**src/hw/adc_ctrl_pkg.sv**
```systemverilog
/*
 * Shared constants and types for the converter control block: command
 * codes, output codings, power states, wake timing and the register map
 * of the host end.
 * Assumes one 40 MHz clock shared by both ends.
 */
`default_nettype none

package adc_ctrl_pkg;

	// ********************************************************
	// Widths
	// ********************************************************
	localparam int SAMPLE_W   = 12;
	localparam int WORD_W     = 13;
	localparam int PIPE_DEPTH = 9;
	localparam int WAKE_W     = 9;

	// ********************************************************
	// Enumerations
	// ********************************************************
	typedef enum logic [1:0] {
		DIV_BY_1 = 2'b00,
		DIV_BY_2 = 2'b01,
		DIV_BY_4 = 2'b10
	} div_sel_t;

	typedef enum logic [1:0] {
		FMT_OFFSET = 2'b00,
		FMT_TWOS   = 2'b01,
		FMT_GRAY   = 2'b10
	} fmt_t;

	typedef enum logic [1:0] {
		PWR_RUN     = 2'b00,
		PWR_DOWN    = 2'b01,
		PWR_STANDBY = 2'b10
	} pwr_cmd_t;

	typedef enum logic [1:0] {
		PIN_NONE       = 2'b00,
		PIN_POWER_DOWN = 2'b01,
		PIN_OUT_ENABLE = 2'b10
	} pin_fn_t;

	typedef enum logic [1:0] {
		ST_RUN     = 2'b00,
		ST_STANDBY = 2'b01,
		ST_DOWN    = 2'b10,
		ST_WAKE    = 2'b11
	} pwr_state_t;

	// ********************************************************
	// Command addresses and strap levels
	// ********************************************************
	localparam logic [1:0] CMD_DIV     = 2'h0;
	localparam logic [1:0] CMD_POWER   = 2'h1;
	localparam logic [1:0] CMD_FORMAT  = 2'h2;
	localparam logic [1:0] CMD_PIN_FN  = 2'h3;
	localparam logic [1:0] CMD_ILLEGAL = 2'h3;
	localparam logic [1:0] SENSE_GND   = 2'h0;
	localparam logic [1:0] SENSE_ANALOG_SUPPLY  = 2'h3;

	// ********************************************************
	// Timing
	// ********************************************************
	localparam int CLK_PERIOD_NS   = 25;
	localparam int STANDBY_WAKE_NS = 1000;
	localparam int PD_WAKE_MAX_NS  = 10000;
	localparam logic [WAKE_W-1:0] STANDBY_WAKE_CYC = WAKE_W'(
		(STANDBY_WAKE_NS + CLK_PERIOD_NS - 1) / CLK_PERIOD_NS);
	localparam logic [WAKE_W-1:0] PD_WAKE_MAX_CYC = WAKE_W'(
		PD_WAKE_MAX_NS / CLK_PERIOD_NS);

	// ********************************************************
	// Host register map (byte addresses)
	// ********************************************************
	localparam logic [3:0]  ADR_CTRL    = 4'h0;
	localparam logic [3:0]  ADR_CMD     = 4'h4;
	localparam logic [3:0]  ADR_SAMPLE  = 4'h8;
	localparam int          CTRL_W      = 7;
	localparam int          CTRL_SERIAL = 0;
	localparam int          CTRL_POWER_DOWN_STRAP   = 1;
	localparam int          CTRL_FMT    = 2;
	localparam int          CTRL_DPD    = 3;
	localparam int          CTRL_MODE   = 4;
	localparam int          CTRL_SENSE  = 5;
	localparam int          CMD_ADR_LSB = 0;
	localparam int          CMD_DAT_LSB = 4;
	localparam int          SMP_OE_BIT  = 16;
	localparam int          SMP_CNT_LSB = 24;
	localparam logic [CTRL_W-1:0] CTRL_RESET = 7'h00;

endpackage

`default_nettype wire

```
**src/hw/adc_link_if.sv**
```systemverilog
/*
 * Link between the host logic and the converter control logic: straps,
 * mode pin, command channel and the three-state output word.
 * Assumes both ends run on the same clock; the bench joins them.
 */
`timescale 1ns/100ps
`default_nettype none

interface adc_link_if
	import adc_ctrl_pkg::*;
();
	logic                serial_mode;
	logic                power_down_strap;
	logic                clock_or_format_strap;
	logic                data_or_powerdown_strap;
	logic                mode_pin;
	logic [1:0]          sense_level;
	logic                cmd_valid;
	logic [1:0]          cmd_addr;
	logic [1:0]          cmd_data;
	logic [WORD_W-1:0]   data_out;
	logic                data_oe;
	logic                data_capture_clock;
	logic                dcc_oe;

	modport device (
		input  serial_mode, power_down_strap, clock_or_format_strap,
		input  data_or_powerdown_strap, mode_pin, sense_level,
		input  cmd_valid, cmd_addr, cmd_data,
		output data_out, data_oe, data_capture_clock, dcc_oe
	);

	modport host (
		output serial_mode, power_down_strap, clock_or_format_strap,
		output data_or_powerdown_strap, mode_pin, sense_level,
		output cmd_valid, cmd_addr, cmd_data,
		input  data_out, data_oe, data_capture_clock, dcc_oe
	);
endinterface

`default_nettype wire

```
**src/hw/adc_device_end.sv**
```systemverilog
/*
 * Converter control logic: clock divider, power-down / standby sequencing,
 * output coding, output three-state control and reference selection.
 * Assumes clk is the incoming sample clock and that the host end keeps
 * the straps steady and drives the command channel synchronously.
 */
`timescale 1ns/100ps
`default_nettype none

module adc_device_end
	import adc_ctrl_pkg::*;
(
	input  wire logic                clk,
	input  wire logic                rstn,
	input  wire logic                ce,
	adc_link_if.device               link,
	input  wire logic [SAMPLE_W-1:0] sample_in,
	input  wire logic                over_range_in,
	output pwr_state_t               power_state,
	output logic                     reference_on,
	output logic                     bias_on,
	output logic                     clock_on,
	output logic                     ref_internal,
	output logic                     ref_external
);

	// ********************************************************
	// Serial settings
	// ********************************************************
	div_sel_t   div_reg,    div_next;
	fmt_t       fmt_reg,    fmt_next;
	pwr_cmd_t   pwr_reg,    pwr_next;
	pin_fn_t    pin_fn_reg, pin_fn_next;

	always_comb
	begin
		div_next    = div_reg;
		fmt_next    = fmt_reg;
		pwr_next    = pwr_reg;
		pin_fn_next = pin_fn_reg;
		// Code 3 is reserved in every setting and leaves it unchanged
		if (link.cmd_valid && link.cmd_data != CMD_ILLEGAL)
		begin
			unique case (link.cmd_addr)
				CMD_DIV:    div_next    = div_sel_t'(link.cmd_data);
				CMD_POWER:  pwr_next    = pwr_cmd_t'(link.cmd_data);
				CMD_FORMAT: fmt_next    = fmt_t'(link.cmd_data);
				CMD_PIN_FN: pin_fn_next = pin_fn_t'(link.cmd_data);
			endcase
		end
	end

	always_ff @(posedge clk or negedge rstn)
	begin
		if (!rstn)
		begin
			div_reg    <= DIV_BY_1;
			fmt_reg    <= FMT_OFFSET;
			pwr_reg    <= PWR_RUN;
			pin_fn_reg <= PIN_NONE;
		end
		else if (ce)
		begin
			div_reg    <= div_next;
			fmt_reg    <= fmt_next;
			pwr_reg    <= pwr_next;
			pin_fn_reg <= pin_fn_next;
		end
	end

	// ********************************************************
	// Effective mode: serial settings or straps
	// ********************************************************
	logic     pd_req;
	logic     sb_req;
	logic     out_dis;
	fmt_t     fmt_eff;
	div_sel_t div_eff;

	always_comb
	begin
		if (link.serial_mode)
		begin
			pd_req  = (pwr_reg == PWR_DOWN) ||
				(pin_fn_reg == PIN_POWER_DOWN && link.mode_pin);
			sb_req  = (pwr_reg == PWR_STANDBY);
			out_dis = (pin_fn_reg == PIN_OUT_ENABLE) && link.mode_pin;
			fmt_eff = fmt_reg;
			div_eff = div_reg;
		end
		else
		begin
			pd_req  = link.power_down_strap;
			sb_req  = 1'b0;
			out_dis = link.data_or_powerdown_strap;
			fmt_eff = link.clock_or_format_strap ? FMT_TWOS : FMT_OFFSET;
			div_eff = DIV_BY_1;
		end
	end

	// ********************************************************
	// Power sequencing
	// ********************************************************
	pwr_state_t        state_reg, state_next;
	logic [WAKE_W-1:0] down_cnt_reg, down_cnt_next;
	logic [WAKE_W-1:0] wake_cnt_reg, wake_cnt_next;
	logic              ref_on_reg, ref_on_next;
	logic              clk_on_reg, clk_on_next;
	logic              ref_int_reg, ref_int_next;
	logic              ref_ext_reg, ref_ext_next;

	always_comb
	begin
		state_next    = state_reg;
		down_cnt_next = down_cnt_reg;
		wake_cnt_next = wake_cnt_reg;
		unique case (state_reg)
			ST_RUN:
			begin
				if (pd_req)
				begin
					state_next    = ST_DOWN;
					down_cnt_next = '0;
				end
				else if (sb_req)
					state_next = ST_STANDBY;
			end
			ST_STANDBY:
			begin
				if (pd_req)
				begin
					state_next    = ST_DOWN;
					down_cnt_next = '0;
				end
				else if (!sb_req)
				begin
					state_next    = ST_WAKE;
					wake_cnt_next = STANDBY_WAKE_CYC;
				end
			end
			ST_DOWN:
			begin
				// Charge lost grows with time down, so the wait grows too
				if (down_cnt_reg != PD_WAKE_MAX_CYC)
					down_cnt_next = down_cnt_reg + 1'b1;
				if (!pd_req)
				begin
					state_next    = ST_WAKE;
					wake_cnt_next = (down_cnt_reg == '0) ? WAKE_W'(1)
						: down_cnt_reg;
				end
			end
			ST_WAKE:
			begin
				if (pd_req)
				begin
					state_next    = ST_DOWN;
					down_cnt_next = '0;
				end
				else if (wake_cnt_reg <= WAKE_W'(1))
					state_next = ST_RUN;
				else
					wake_cnt_next = wake_cnt_reg - 1'b1;
			end
		endcase
		ref_on_next  = (state_next != ST_DOWN);
		clk_on_next  = (state_next == ST_RUN) || (state_next == ST_WAKE);
		ref_int_next = ref_on_next && (link.sense_level == SENSE_GND);
		ref_ext_next = (link.sense_level == SENSE_ANALOG_SUPPLY);
	end

	always_ff @(posedge clk or negedge rstn)
	begin
		if (!rstn)
		begin
			state_reg    <= ST_RUN;
			down_cnt_reg <= '0;
			wake_cnt_reg <= '0;
			ref_on_reg   <= 1'b1;
			clk_on_reg   <= 1'b1;
			ref_int_reg  <= 1'b0;
			ref_ext_reg  <= 1'b0;
		end
		else if (ce)
		begin
			state_reg    <= state_next;
			down_cnt_reg <= down_cnt_next;
			wake_cnt_reg <= wake_cnt_next;
			ref_on_reg   <= ref_on_next;
			clk_on_reg   <= clk_on_next;
			ref_int_reg  <= ref_int_next;
			ref_ext_reg  <= ref_ext_next;
		end
	end

	// ********************************************************
	// Divider, pipeline and output drivers
	// ********************************************************
	logic [1:0]        div_cnt_reg, div_cnt_next;
	logic [WORD_W-1:0] pipe_reg [PIPE_DEPTH];
	logic [WORD_W-1:0] pipe_next [PIPE_DEPTH];
	logic [WORD_W-1:0] word_reg, word_next;
	logic              dcc_reg, dcc_next;
	logic              oe_reg, oe_next;
	logic              sample_tick;
	logic [1:0]        div_top;
	logic [SAMPLE_W-1:0] coded;

	adc_out_coder u_coder (
		.fmt   (fmt_eff),
		.raw   (pipe_reg[PIPE_DEPTH-1][SAMPLE_W-1:0]),
		.coded (coded)
	);

	always_comb
	begin
		unique case (div_eff)
			DIV_BY_2: div_top = 2'h1;
			DIV_BY_4: div_top = 2'h3;
			default:  div_top = 2'h0;
		endcase
		// Only converts in full run; wake-up output is not trusted
		sample_tick  = (state_reg == ST_RUN) && (div_cnt_reg == 2'h0);
		if (state_reg != ST_RUN)
			div_cnt_next = 2'h0;
		else if (div_cnt_reg == 2'h0)
			div_cnt_next = div_top;
		else
			div_cnt_next = div_cnt_reg - 1'b1;
		pipe_next = pipe_reg;
		word_next = word_reg;
		if (sample_tick)
		begin
			pipe_next[0] = {over_range_in, sample_in};
			for (int i = 1; i < PIPE_DEPTH; i++)
				pipe_next[i] = pipe_reg[i-1];
			word_next = {pipe_reg[PIPE_DEPTH-1][WORD_W-1], coded};
		end
		dcc_next = sample_tick;
		oe_next  = (state_next == ST_RUN || state_next == ST_WAKE) &&
			!out_dis;
	end

	always_ff @(posedge clk or negedge rstn)
	begin
		if (!rstn)
		begin
			div_cnt_reg <= 2'h0;
			for (int i = 0; i < PIPE_DEPTH; i++)
				pipe_reg[i] <= '0;
			word_reg <= '0;
			dcc_reg  <= 1'b0;
			oe_reg   <= 1'b0;
		end
		else if (ce)
		begin
			div_cnt_reg <= div_cnt_next;
			pipe_reg    <= pipe_next;
			word_reg    <= word_next;
			dcc_reg     <= dcc_next;
			oe_reg      <= oe_next;
		end
	end

	assign link.data_out           = word_reg;
	assign link.data_oe            = oe_reg;
	assign link.data_capture_clock = dcc_reg;
	assign link.dcc_oe             = oe_reg;
	assign power_state             = state_reg;
	assign reference_on            = ref_on_reg;
	assign bias_on                 = ref_on_reg;
	assign clock_on                = clk_on_reg;
	assign ref_internal            = ref_int_reg;
	assign ref_external            = ref_ext_reg;

endmodule // adc_device_end

`default_nettype wire

```
**src/hw/adc_out_coder.sv**
```systemverilog
/*
 * Output coding of one conversion result: offset binary, twos
 * complement or gray code. Purely combinational.
 * Assumes the raw result arrives in offset binary.
 */
`timescale 1ns/100ps
`default_nettype none

module adc_out_coder
	import adc_ctrl_pkg::*;
(
	input  wire fmt_t                fmt,
	input  wire logic [SAMPLE_W-1:0] raw,
	output logic [SAMPLE_W-1:0]      coded
);
	always_comb
	begin
		unique case (fmt)
			FMT_TWOS: coded = {~raw[SAMPLE_W-1], raw[SAMPLE_W-2:0]};
			FMT_GRAY: coded = raw ^ (raw >> 1);
			default:  coded = raw;
		endcase
	end
endmodule // adc_out_coder

`default_nettype wire

```
**src/flat_wrapper.sv**
```systemverilog
// flat-port wrapper written by rule: the top's interface ports become plain ports
module adc_device_end_flat import adc_ctrl_pkg::*;
  (clk, rstn, ce, sample_in, over_range_in, power_state, reference_on, bias_on, clock_on, ref_internal, ref_external, link_serial_mode, link_power_down_strap, link_clock_or_format_strap, link_data_or_powerdown_strap, link_mode_pin, link_sense_level, link_cmd_valid, link_cmd_addr, link_cmd_data, link_data_out, link_data_oe, link_data_capture_clock, link_dcc_oe);
  adc_link_if link_i ();
  input  wire logic clk;
  input  wire logic rstn;
  input  wire logic ce;
  input  wire logic [SAMPLE_W-1:0] sample_in;
  input  wire logic over_range_in;
  output pwr_state_t power_state;
  output logic reference_on;
  output logic bias_on;
  output logic clock_on;
  output logic ref_internal;
  output logic ref_external;
  input wire logic [$bits(link_i.serial_mode)-1:0] link_serial_mode;
  input wire logic [$bits(link_i.power_down_strap)-1:0] link_power_down_strap;
  input wire logic [$bits(link_i.clock_or_format_strap)-1:0] link_clock_or_format_strap;
  input wire logic [$bits(link_i.data_or_powerdown_strap)-1:0] link_data_or_powerdown_strap;
  input wire logic [$bits(link_i.mode_pin)-1:0] link_mode_pin;
  input wire logic [$bits(link_i.sense_level)-1:0] link_sense_level;
  input wire logic [$bits(link_i.cmd_valid)-1:0] link_cmd_valid;
  input wire logic [$bits(link_i.cmd_addr)-1:0] link_cmd_addr;
  input wire logic [$bits(link_i.cmd_data)-1:0] link_cmd_data;
  output wire logic [$bits(link_i.data_out)-1:0] link_data_out;
  output wire logic [$bits(link_i.data_oe)-1:0] link_data_oe;
  output wire logic [$bits(link_i.data_capture_clock)-1:0] link_data_capture_clock;
  output wire logic [$bits(link_i.dcc_oe)-1:0] link_dcc_oe;
  assign link_i.serial_mode = link_serial_mode;
  assign link_i.power_down_strap = link_power_down_strap;
  assign link_i.clock_or_format_strap = link_clock_or_format_strap;
  assign link_i.data_or_powerdown_strap = link_data_or_powerdown_strap;
  assign link_i.mode_pin = link_mode_pin;
  assign link_i.sense_level = link_sense_level;
  assign link_i.cmd_valid = link_cmd_valid;
  assign link_i.cmd_addr = link_cmd_addr;
  assign link_i.cmd_data = link_cmd_data;
  assign link_data_out = link_i.data_out;
  assign link_data_oe = link_i.data_oe;
  assign link_data_capture_clock = link_i.data_capture_clock;
  assign link_dcc_oe = link_i.dcc_oe;
  adc_device_end u_core (.clk(clk), .rstn(rstn), .ce(ce), .link(link_i), .sample_in(sample_in), .over_range_in(over_range_in), .power_state(power_state), .reference_on(reference_on), .bias_on(bias_on), .clock_on(clock_on), .ref_internal(ref_internal), .ref_external(ref_external));
endmodule
```
**config.mk**
```make
export PLATFORM = sky130hd
export DESIGN_NAME = adc_device_end_flat
export DESIGN_NICKNAME = d
export VERILOG_FILES = /design/src/hw/adc_ctrl_pkg.sv /design/src/hw/adc_link_if.sv /design/src/hw/adc_device_end.sv /design/src/hw/adc_out_coder.sv /design/src/flat_wrapper.sv
export SDC_FILE = /design/constraint.sdc
export NUM_CORES = 1
export LEC_CHECK = 0
export BUFFER_PORTS_ARGS = -buffer_cell sky130_fd_sc_hd__buf_2
export CAP_MARGIN = 30
export CORE_MARGIN = 1
export CORE_UTILIZATION = 50
export CTS_BUF_LIST = sky130_fd_sc_hd__clkbuf_4
export DETAILED_ROUTE_END_ITERATION = 8
export PLACE_DENSITY = 0.68
export REMOVE_ABC_BUFFERS = 1
export SLEW_MARGIN = 20
export SYNTH_ARGS = -nofsm -noshare
export SYNTH_HDL_FRONTEND = slang
export SYNTH_HIERARCHICAL = 1
export SYNTH_SLANG_ARGS = --single-unit
```
**constraint.sdc**
```tcl
create_clock -name clk -period 2.3 [get_ports clk]
set_input_delay 0.115 -clock clk [delete_from_list [all_inputs] [get_ports clk]]
set_output_delay 0.115 -clock clk [all_outputs]
set_load 0.05 [all_outputs]
```
# After elaboration in Yosys (flattened, before gate mapping)
# Cells that the tools add are included.
# W data, S select, Z words.
# totals
reg_bits,166
in_bits,28
wordCells,109
# op_classes
addsub,3
n_lt_le_gt_ge,1
eq_ne,26
muxes,28
bitwise,2
reduce_logical,25
# ops
operator,count
$mux W9,8
$pmux W9 S3,1
$pmux W12 S2,1
$mux W2,11
$eq A2 B2 Y1 const B,10
$pmux W9 S2,1
$reduce_and A3 Y1,5
$ne A2 B2 Y1 const B,7
$eq A2 B1 Y1 const B,6
$xor A12 B11 Y12,1
$logic_not A2 Y1,5
$add A9 B1 Y9 const B,1
$le A9 B1 Y1 const B,1
$logic_not A9 Y1,1
$ne A9 B9 Y1 const B,1
$sub A9 B1 Y9 const B,1
$pmux W2 S4,1
$reduce_and A7 Y1,1
$logic_and A1 B1 Y1,6
$mux W1,4
$ne A2 B1 Y1 const B,2
$pmux W2 S2,1
$reduce_bool A3 Y1,1
$reduce_or A3 Y1,1
other kinds (6),7

# Logic depth before layout (Yosys ltp)
# Gate-level depths: netlist (run 1).
# depth
depth_word,9
ltp_mapped,9

# Modules after synthesis
# Netlist (run 1), hierarchy kept.
# by_module_without_submodules
module,n_inst,cells_per_inst,area_each_um2,seq_area_each_um2
adc_device_end,1,495,6930.4,4156.5
adc_out_coder,1,57,434.2,0.0

# Least setup slack after synthesis (run 1)
# OpenSTA, ideal clock, no wires.
# synth_timing
kind,reg-to-reg
from,"reg u_core.state_reg[0], in the netlist u_core/power_state[0]"
to,reg u_core.wake_cnt_reg[0]
setup_time_ns,0.080
t_arrival_ns,2.027
path_slack_ns,0.193
path_stages_with_launch,8
n_path_buf,2
path_cell_list,dfrtp_1 -> buf_6 -> and3b_1 -> o2111a_1 -> or4_1 -> buf_2 -> or3_1 -> o211ai_2
# synth_via
elab_chain_len,3
elab_cells_between_ends,11
classes_between,eq/ne (8); mux (1); reduce/logical (2)
# synth_rtl
item,line_no,rtl
"start, declared",adc_device_end.sv:104,"pwr_state_t state_reg, state_next;"
"start signal, assigned",adc_device_end.sv:186,state_reg <= state_next;
$eq A2 B2 Y1 or $eq A2 B1 Y1 (tied branches),adc_device_end.sv:117,unique case (state_reg)
$ne A2 B2 Y1 (no line) or $reduce_bool A3 Y1 (tied branches),--,
$reduce_and A7 Y1 (no line),--,
"end signal, assigned",adc_device_end.sv:188,wake_cnt_reg <= wake_cnt_next;
"end, declared",adc_device_end.sv:106,"logic [WAKE_W-1:0] wake_cnt_reg, wake_cnt_next;"
# Parallel ways exist; a longest one is shown, timed or not.
# A chain may end at the register's enable or synchronous reset.

# Worst setup path after layout (run 1)
# layout_timing
from,reg u_core.wake_cnt_reg[2]
to,"reg u_core.clk_on_reg, in the netlist u_core/clock_on"
# layout_via
elab_chain_len,6
elab_cells_between_ends,7
classes_between,order compare (1); eq/ne (1); mux (3); reduce/logical (2)
# layout_rtl
item,line_no,rtl
$le A9 B1 Y1 (*),adc_device_end.sv:160,else if (wake_cnt_reg <= WAKE_W'(1))
$mux W2 (*),adc_device_end.sv:160,
$mux W2 (*),adc_device_end.sv:155,if (pd_req)
$pmux W2 S4 (*),adc_device_end.sv:117,
$eq A2 B2 Y1 or $logic_not A2 Y1 (tied branches),adc_device_end.sv:167,clk_on_next = (state_next == ST_RUN) || (state_next == ST_WAKE);
$logic_or A1 B1 Y1 (*),adc_device_end.sv:167,
named net u_core.clk_on_next,adc_device_end.sv:108,"logic clk_on_reg, clk_on_next;"
"end signal, assigned",adc_device_end.sv:190,clk_on_reg <= clk_on_next;
"end, declared",adc_device_end.sv:108,
# The timed path passes the listed nets; every way through them passes the cells marked *.

==> results of run 1 <==
per-layer routing:
layer	share of wire [%]	routed length (um)	vias up	global-route usage (%)
li1	-	-	2157	-
met2	47	5920	65	27.8
met5	0	0	-	0
met3	3.2	401	10	4.61
met4	1.2	155	0	6.70
met1	48	5990	2236	25.1
final cells by class:
class                           count  area [sq um]  area share, %
Tap cell                          180           225           2.68
Timing Repair Buffer               94           729           8.68
Inverter                           13          48.8          0.580
Antenna cell                        1          2.50         0.0298
Clock inverter                     13           153           1.82
Multi-Input combinational cell    343          2960           35.2
Clock buffer                       18           135           1.61
Sequential cell                   166          4160           49.4
power by group through the flow:
stage / Sequential [mW] / Clock, mW / Combinational [mW]
global placement: 3.56 / 0 / 1.24
floorplan: 3.61 / 0 / 0.781
CTS: 3.51 / 1.81 / 1.30
finish: 3.51 / 1.73 / 1.29
global route: 3.56 / 1.93 / 1.45
detailed placement: 3.57 / 0 / 1.25
worst reg2reg max path: stages, from the launching register on:
cell	delay, ns
dfrtp_1	0.44
nor3_1	0.34
o2111a_1	0.31
nor2_1	0.08
o21ai_0	0.27
ha_1	0.31
mux2_2	0.27
layout by cell type, fill, tap and decap left out, types with 4 or more instances in the layout:
| cell | netlist | layout |
|---|---|---|
| nand3b_1 | 13 | 13 |
| nand4bb_1 | 11 | 11 |
| and2_1 | 4 | 4 |
| or3_1 | 4 | 4 |
| inv_1 | 12 | 12 |
| nor2_1 | 19 | 19 |
| dlygate4sd3_1 | 0 | 27 |
| nor3_1 | 8 | 8 |
| nand3_1 | 22 | 22 |
| clkbuf_4 | 0 | 18 |
| ha_1 | 9 | 9 |
| nor2b_1 | 5 | 5 |
| buf_2 | 8 | 49 |
| o21ai_0 | 14 | 14 |
| clkinv_1 | 0 | 5 |
| dfrtp_1 | 164 | 164 |
| a22o_1 | 5 | 5 |
| mux2_2 | 141 | 141 |
| mux2i_1 | 5 | 5 |
| buf_4 | 11 | 11 |
| a21oi_1 | 5 | 5 |
| inv_6 | 0 | 4 |
| buf_12 | 1 | 6 |
| nand2_1 | 19 | 19 |
| o21ai_1 | 13 | 13 |
| nand2b_1 | 4 | 4 |
worst min path at each step:
stage | end | depth (start not counted) | from
floorplan | u_core/div_cnt_reg[0]$_DFFE_PN0P_ | 0 | rstn
global placement | u_core/wake_cnt_reg[7]$_DFFE_PN0P_ | 1 | rstn
detailed placement | u_core/wake_cnt_reg[8]$_DFFE_PN0P_ | 1 | rstn
CTS | u_core/link.data_oe$_DFFE_PN0P_ | 6 | link_mode_pin
global route | u_core/link.data_oe$_DFFE_PN0P_ | 6 | link_mode_pin
finish | u_core/link.data_oe$_DFFE_PN0P_ | 6 | link_mode_pin
kinds of logic (layout without fill, tap and decap cells):
| kind of cell | after synthesis | count (layout) | synth area share (%) |
|---|---|---|---|
| muxes | 146 | 146 | 22.2 |
| buffers and inverters | 43 | 138 | 3.52 |
| AOI/OAI and AO/OA | 62 | 62 | 6.00 |
| xor gates and xnor gates | 4 | 4 | 0.476 |
| other | 0 | 1 | 0 |
| and+or+nand+nor | 122 | 122 | 9.80 |
| DFF | 166 | 166 | 56.4 |
| adders and majority gates | 9 | 9 | 1.53 |
timing repair:
action / CTS / global route
endpoints found under the hold margin: 166 / 0
buffers inserted: 0 / 0
hold buffers: 27 / 0
setup endpoints to repair: 0 / 0
through the flow:
stage	instance area, sq um	setup TNS [ns]	utilization, %
3_3_place_gp	7850	0	55.5
6_report	8410	0	59.4
5_1_grt	8410	0	59.4
3_5_place_dp	7850	0	55.5
4_1_cts	8410	0	59.4
2_1_floorplan	7150	-878.74	-
==> metrics.txt, run 1 <==
vias per cell=~5.4; Max IR drop VDD=between 0.0005 and 0.0006 V; switching part of the total power=around 29%; Post-Place Worst Slack=0.236 ns; kind of cell adding the most delay to the critical path=compound AO/OA/AOI/OAI gates; Max Buffers Root-to-Sink=2; CTS buffer count=17; number of flip-flops in the largest register=117; slowest CP cell=dfrtp_1; Crit. End Element=flip-flop; Crit path required time=around 2.8 ns; placed cells=769; Reg-to-Reg Start=u_core/wake_cnt_reg[2]$_DFFE_PN0P_; top cells by count, synth=dfrtp_1 (164), mux2_2 (141), nand3_1 (22), nand2_1 (19), nor2_1 (19); CP bufs+invs=0; Root Buffer=clkbuf_4; r2r endpoint=u_core/clock_on$_DFFE_PN1P_; number of synthesized flops with an enable pin=0; CTS resizes=0; CP Depth=6; worst path cell trace=nor3_1 -> o2111a_1 -> nor2_1 -> o21ai_0 -> ha_1 -> mux2_2; Final Power=between 6 and 7 mW; DRT Pass-1 Iters=4; PwrDens=just under 800 mW/mm^2; first-pass GRT wire length=roughly 21 mm; Worst setup endpoint=u_core/clock_on$_DFFE_PN1P_; Slew Viols, Final=0; initial antenna violation count=1; largest net degree at the start of global routing=61; vias in the first global route=roughly 4400; layout cells sized above 1=between 30% and 40%; min cycle time layout=between 2 and 2.5 ns; max incr delay on CP=between 0.4 and 0.5 ns; Fin Hold WS=between 0.08 and 0.09 ns; CTS clock-pin slew for the worst setup and hold paths=about 0.13 ns; RSZ-0062 raised after global routing=false; Seq cells post-synth=approximately 170; area delta synth->final=14.2%; post-synth top area cell=dfrtp_1; asr flop ratio synth=100%; Tcrit/Tclk final=around 90%; post-DR wirelength/cell=15.1 um; Die Width=~120 um; Fin. Hold Viols=0; Reg power frac=53.7%; Die Footprint=about 0.015 sq mm; synthesized area per cell=between 10 and 15 sq um; clock power share=26.5%; Internal Power=about 4.6 mW; grt ovf=0; reg2reg path depth=6; fill count=1164; final setup skew=roughly 0.015 ns; yosys warns=6; Yosys cell types=55; Slew @ Worst Pin=~0.6 ns; CP arrival=approximately 2.6 ns; die extent in y=between 100 and 150 um; most common cell in the netlist=dfrtp_1; final std cells w/o fill=between 800 and 900; Pleak=around 4.1 nW; R2R Setup Slk=0.23 ns; final setup fails=0; starting density of the core=between 50% and 60%; register area share after synthesis=56.4%; Syn Inst Count=~550; top cell type's share of synthesized area=a little under three fifths; total of max-cap violations=0; Placer Congestion=~0.84; outcome=finished clean; DRC violations left=0; sw power=~1.9 mW; Fmax=about 480 MHz; synth top area cells=dfrtp_1 (56%), mux2_2 (22%), nand4bb_1 (1.7%); combinational share of power=between 10% and 20%; DP HPWL=8.33 mm; worst-path fanout max=5; Slew HR=about three fifths; gr usage total=18.2%; worst min path class=in2reg; Crit. Startpoint=u_core/wake_cnt_reg[2]$_DFFE_PN0P_; clock latency on the worst-skew pair=~0.53 ns; CTS tree=done; Vias=4468; IO Port Bufs=50; H-tree Lvls=4; PnR worst setup slack=around 0.23 ns; core footprint=0.0141 sq mm; Cell Area, Synth=0.00736 sq mm; Rows=43; WS Path Type=reg2reg; ys flop type=dfrtp_1; Detailed Route Iter0 Violations=around 240; Routed Antenna Nets=0; drt total wl=~12 mm; Sink Count=~170; Layout Nets=672; num ports=a little over 50; startpoint types=flip-flop
(Power assumes the default switching activity.)
==> run 2, diff against run 1 <==
--- a/config.mk
+++ b/config.mk
@@ -16,5 +16,4 @@
 export SLEW_MARGIN = 20
 export SYNTH_ARGS = -nofsm -noshare
 export SYNTH_HDL_FRONTEND = slang
-export SYNTH_HIERARCHICAL = 1
 export SYNTH_SLANG_ARGS = --single-unit
==> metrics.txt, run 2 <==
most common cell in the netlist=dfrtp_1; worst min path class=in2reg; outcome=finished clean; Routed Antenna Nets=0; XOR/XNOR Fraction of Synth Area=0%; Sink Count=between 150 and 200; number of synthesized flops with an enable pin=0; Root Buffer=clkbuf_4; Placer Congestion=slightly below 0.9; Max Buffers Root-to-Sink=2; Post-Synth Adder-Cell Area=under 10%; final setup skew=0.0172 ns; asr flop ratio synth=between 90% and 100%; Util after Layout=58.9%; fill count=around 1100; area delta synth->final=14.0%; Fmax=roughly 500 MHz; drt total wl=roughly 13 mm; top cells by count, synth=dfrtp_1 (164), mux2_2 (129), o21ai_0 (29), a21oi_1 (28), nor2_1 (28); Die Width=122 um; CTS clock-pin slew for the worst setup and hold paths=between 0.1 and 0.15 ns; post-synthesis mux area share=20.8%; worst path cell trace=and3b_1 -> o2111a_1 -> o21ai_0 -> ha_1 -> nand2b_1 -> o32ai_1; commonest non-fill, non-tap cell in the layout=dfrtp_1; met2 wire len=approximately 6.2 mm; max layer used=met4; largest net degree at the start of global routing=67; startpoint types=flip-flop; slowest CP cell=dfrtp_1; Detailed Route Iter0 Violations=214; gr usage total=a little under a fifth; combinational family with the most area after synthesis=multiplexers; Rows=43; layout cells sized above 1=35.8%; WS Path Type=reg2reg; die extent in y=122 um; top cell type's share of synthesized area=about 57%; Slew @ Worst Pin=~0.66 ns; Slew HR=a little under three fifths; synth top area cells=dfrtp_1 (57%), mux2_2 (20%), o21ai_0 (2.0%); grt ovf=0; Layout Nets=680; Cell Area, Synth=0.00726 sq mm; Crit. End Element=flip-flop; number of flip-flops in the largest register=between 100 and 150; H-tree Lvls=4; min cycle time layout=2.03 ns; # diodes=0; DP HPWL=8.31 mm; CTS tree=done; DRC violations left=0; num ports=51; Pleak=slightly below 4 nW; vias per cell=5.45; initial antenna violation count=0; Seq cells post-synth=approximately 170; post-synth top area cell=dfrtp_1; Max IR drop VDD=~0.00055 V; starting density of the core=about half; DRT Pass-1 Iters=5; register area share after synthesis=between 50% and 60%; RSZ-0062 raised after global routing=false; Die Footprint=0.0150 sq mm; Fin Hold WS=approximately 0.074 ns; CTS buffer count=17; Yosys cell types=56; post-DR wirelength/cell=15.3 um; synthesized area per cell=approximately 13 sq um; Vias=around 4600; commonest cells after routing, fill and taps aside=dfrtp_1 (164), mux2_2 (129), buf_2 (49), o21ai_0 (29); Fin. Hold Viols=0; met1 WL=about 6 mm; PwrDens=923 mW/mm^2; kind of cell adding the most delay to the critical path=compound AO/OA/AOI/OAI gates; yosys warns=0; CP bufs+invs=0; max incr delay on CP=between 0.6 and 0.7 ns; ys flop type=dfrtp_1; Slew Viols, Final=0; vias in the first global route=4620; Syn Inst Count=roughly 560; Crit path required time=~2.8 ns; total of max-cap violations=0; IO Port Bufs=50; clock latency on the worst-skew pair=around 0.56 ns; simple-gate share of the synthesized area=under 10%; compound-cell area share of the yosys netlist=a little under a tenth; worst-path fanout max=15; CTS resizes=0; first-pass GRT wire length=between 20 and 25 mm; CP arrival=roughly 2.5 ns; Tcrit/Tclk final=between 80% and 90%; met3 WL=just over 500 um; final setup fails=0; core footprint=approximately 0.014 sq mm
run 2: cell count changes in the layout (fill, tap and decap cells not counted), moves of 8 or more:
cell | previous run | this run
a21oi_1 | 5 | 28
a22oi_1 | 0 | 8
a31oi_1 | 0 | 8
mux2_2 | 141 | 129
nand2_1 | 19 | 11
nand3_1 | 22 | 8
nand3b_1 | 13 | 2
nand4bb_1 | 11 | 0
nor2_1 | 19 | 28
o21ai_0 | 14 | 29
o21ai_1 | 13 | 0
run 2: worst paths after layout:
kind | startpoint | to | slack, ns | cells after the start
min | link_serial_mode | u_core.link.data_oe$_DFFE_PN0P_ | 0.07 | 3
max in group asynchronous | rstn | u_core.pipe_reg[25]$_DFFE_PN0P_ | 1.53 | 3
min in group asynchronous | rstn | u_core.wake_cnt_reg[7]$_DFFE_PN0P_ | 0.09 | 2
max | u_core.power_state[1]$_DFFE_PN0P_ | u_core.ref_internal$_DFFE_PN0P_ | 0.27 | 6
min reg2reg | u_core.pipe_reg[40]$_DFFE_PN0P_ | u_core.pipe_reg[27]$_DFFE_PN0P_ | 0.50 | 1
max reg2reg | u_core.power_state[1]$_DFFE_PN0P_ | u_core.ref_internal$_DFFE_PN0P_ | 0.27 | 6
run 2: stage by stage:
step                power, mW  TNS, ns  cells  setup slack, ns  area [sq um]
detailed placement       6.23        0    777            0.261          7760
floorplan                5.56  -466.23    529            -3.59          7090
global route             8.09        0    837           0.0685          8270
CTS                      7.70        0    837            0.281          8270
finish                   7.63        0    837            0.271          8270
global placement         6.15        0    777            0.335          7760
run 2: cell type report:
| type | instances | area [sq um] | share of cell area (%) |
|---|---|---|---|
| multi-input combinational | 345 | 2860 | 34.6 |
| tap | 180 | 225 | 2.72 |
| timing repair buffer | 96 | 734 | 8.88 |
| clock inverter | 14 | 87.6 | 1.06 |
| inverter | 18 | 67.6 | 0.817 |
| sequential | 166 | 4160 | 50.3 |
| clock buffer | 18 | 135 | 1.63 |
run 2: tightest hold or removal path: stages:
cell	delay, ns
buf_2	0.24
o2111ai_1	0.16
o21ai_0	0.09
run 2: cells by family after synthesis:
logic type | Yosys count
flops | 166
mux | 135
compound gates | 103
simple gates | 99
buf+inv | 52
fa+ha+maj | 8
run 2: metal layers:
| metal | global-route usage, % | vias up |
|---|---|---|
| met5 | 0 | - |
| met4 | 8.46 | 0 |
| met3 | 4.32 | 13 |
| met2 | 29.6 | 95 |
| met1 | 23.9 | 2249 |
| li1 | - | 2204 |
run 2: power by group:
group	switching (mW)	internal, mW	leakage [nW]
Sequential	0.429	3.48	2.22
Clock	0.992	0.421	0.106
Combinational	1.40	0.906	1.62
run 2: what timing repair did:
item,in CTS,in global routing
hold buffers,28,0
endpoints found under the hold margin,129,0
buffers inserted,0,0
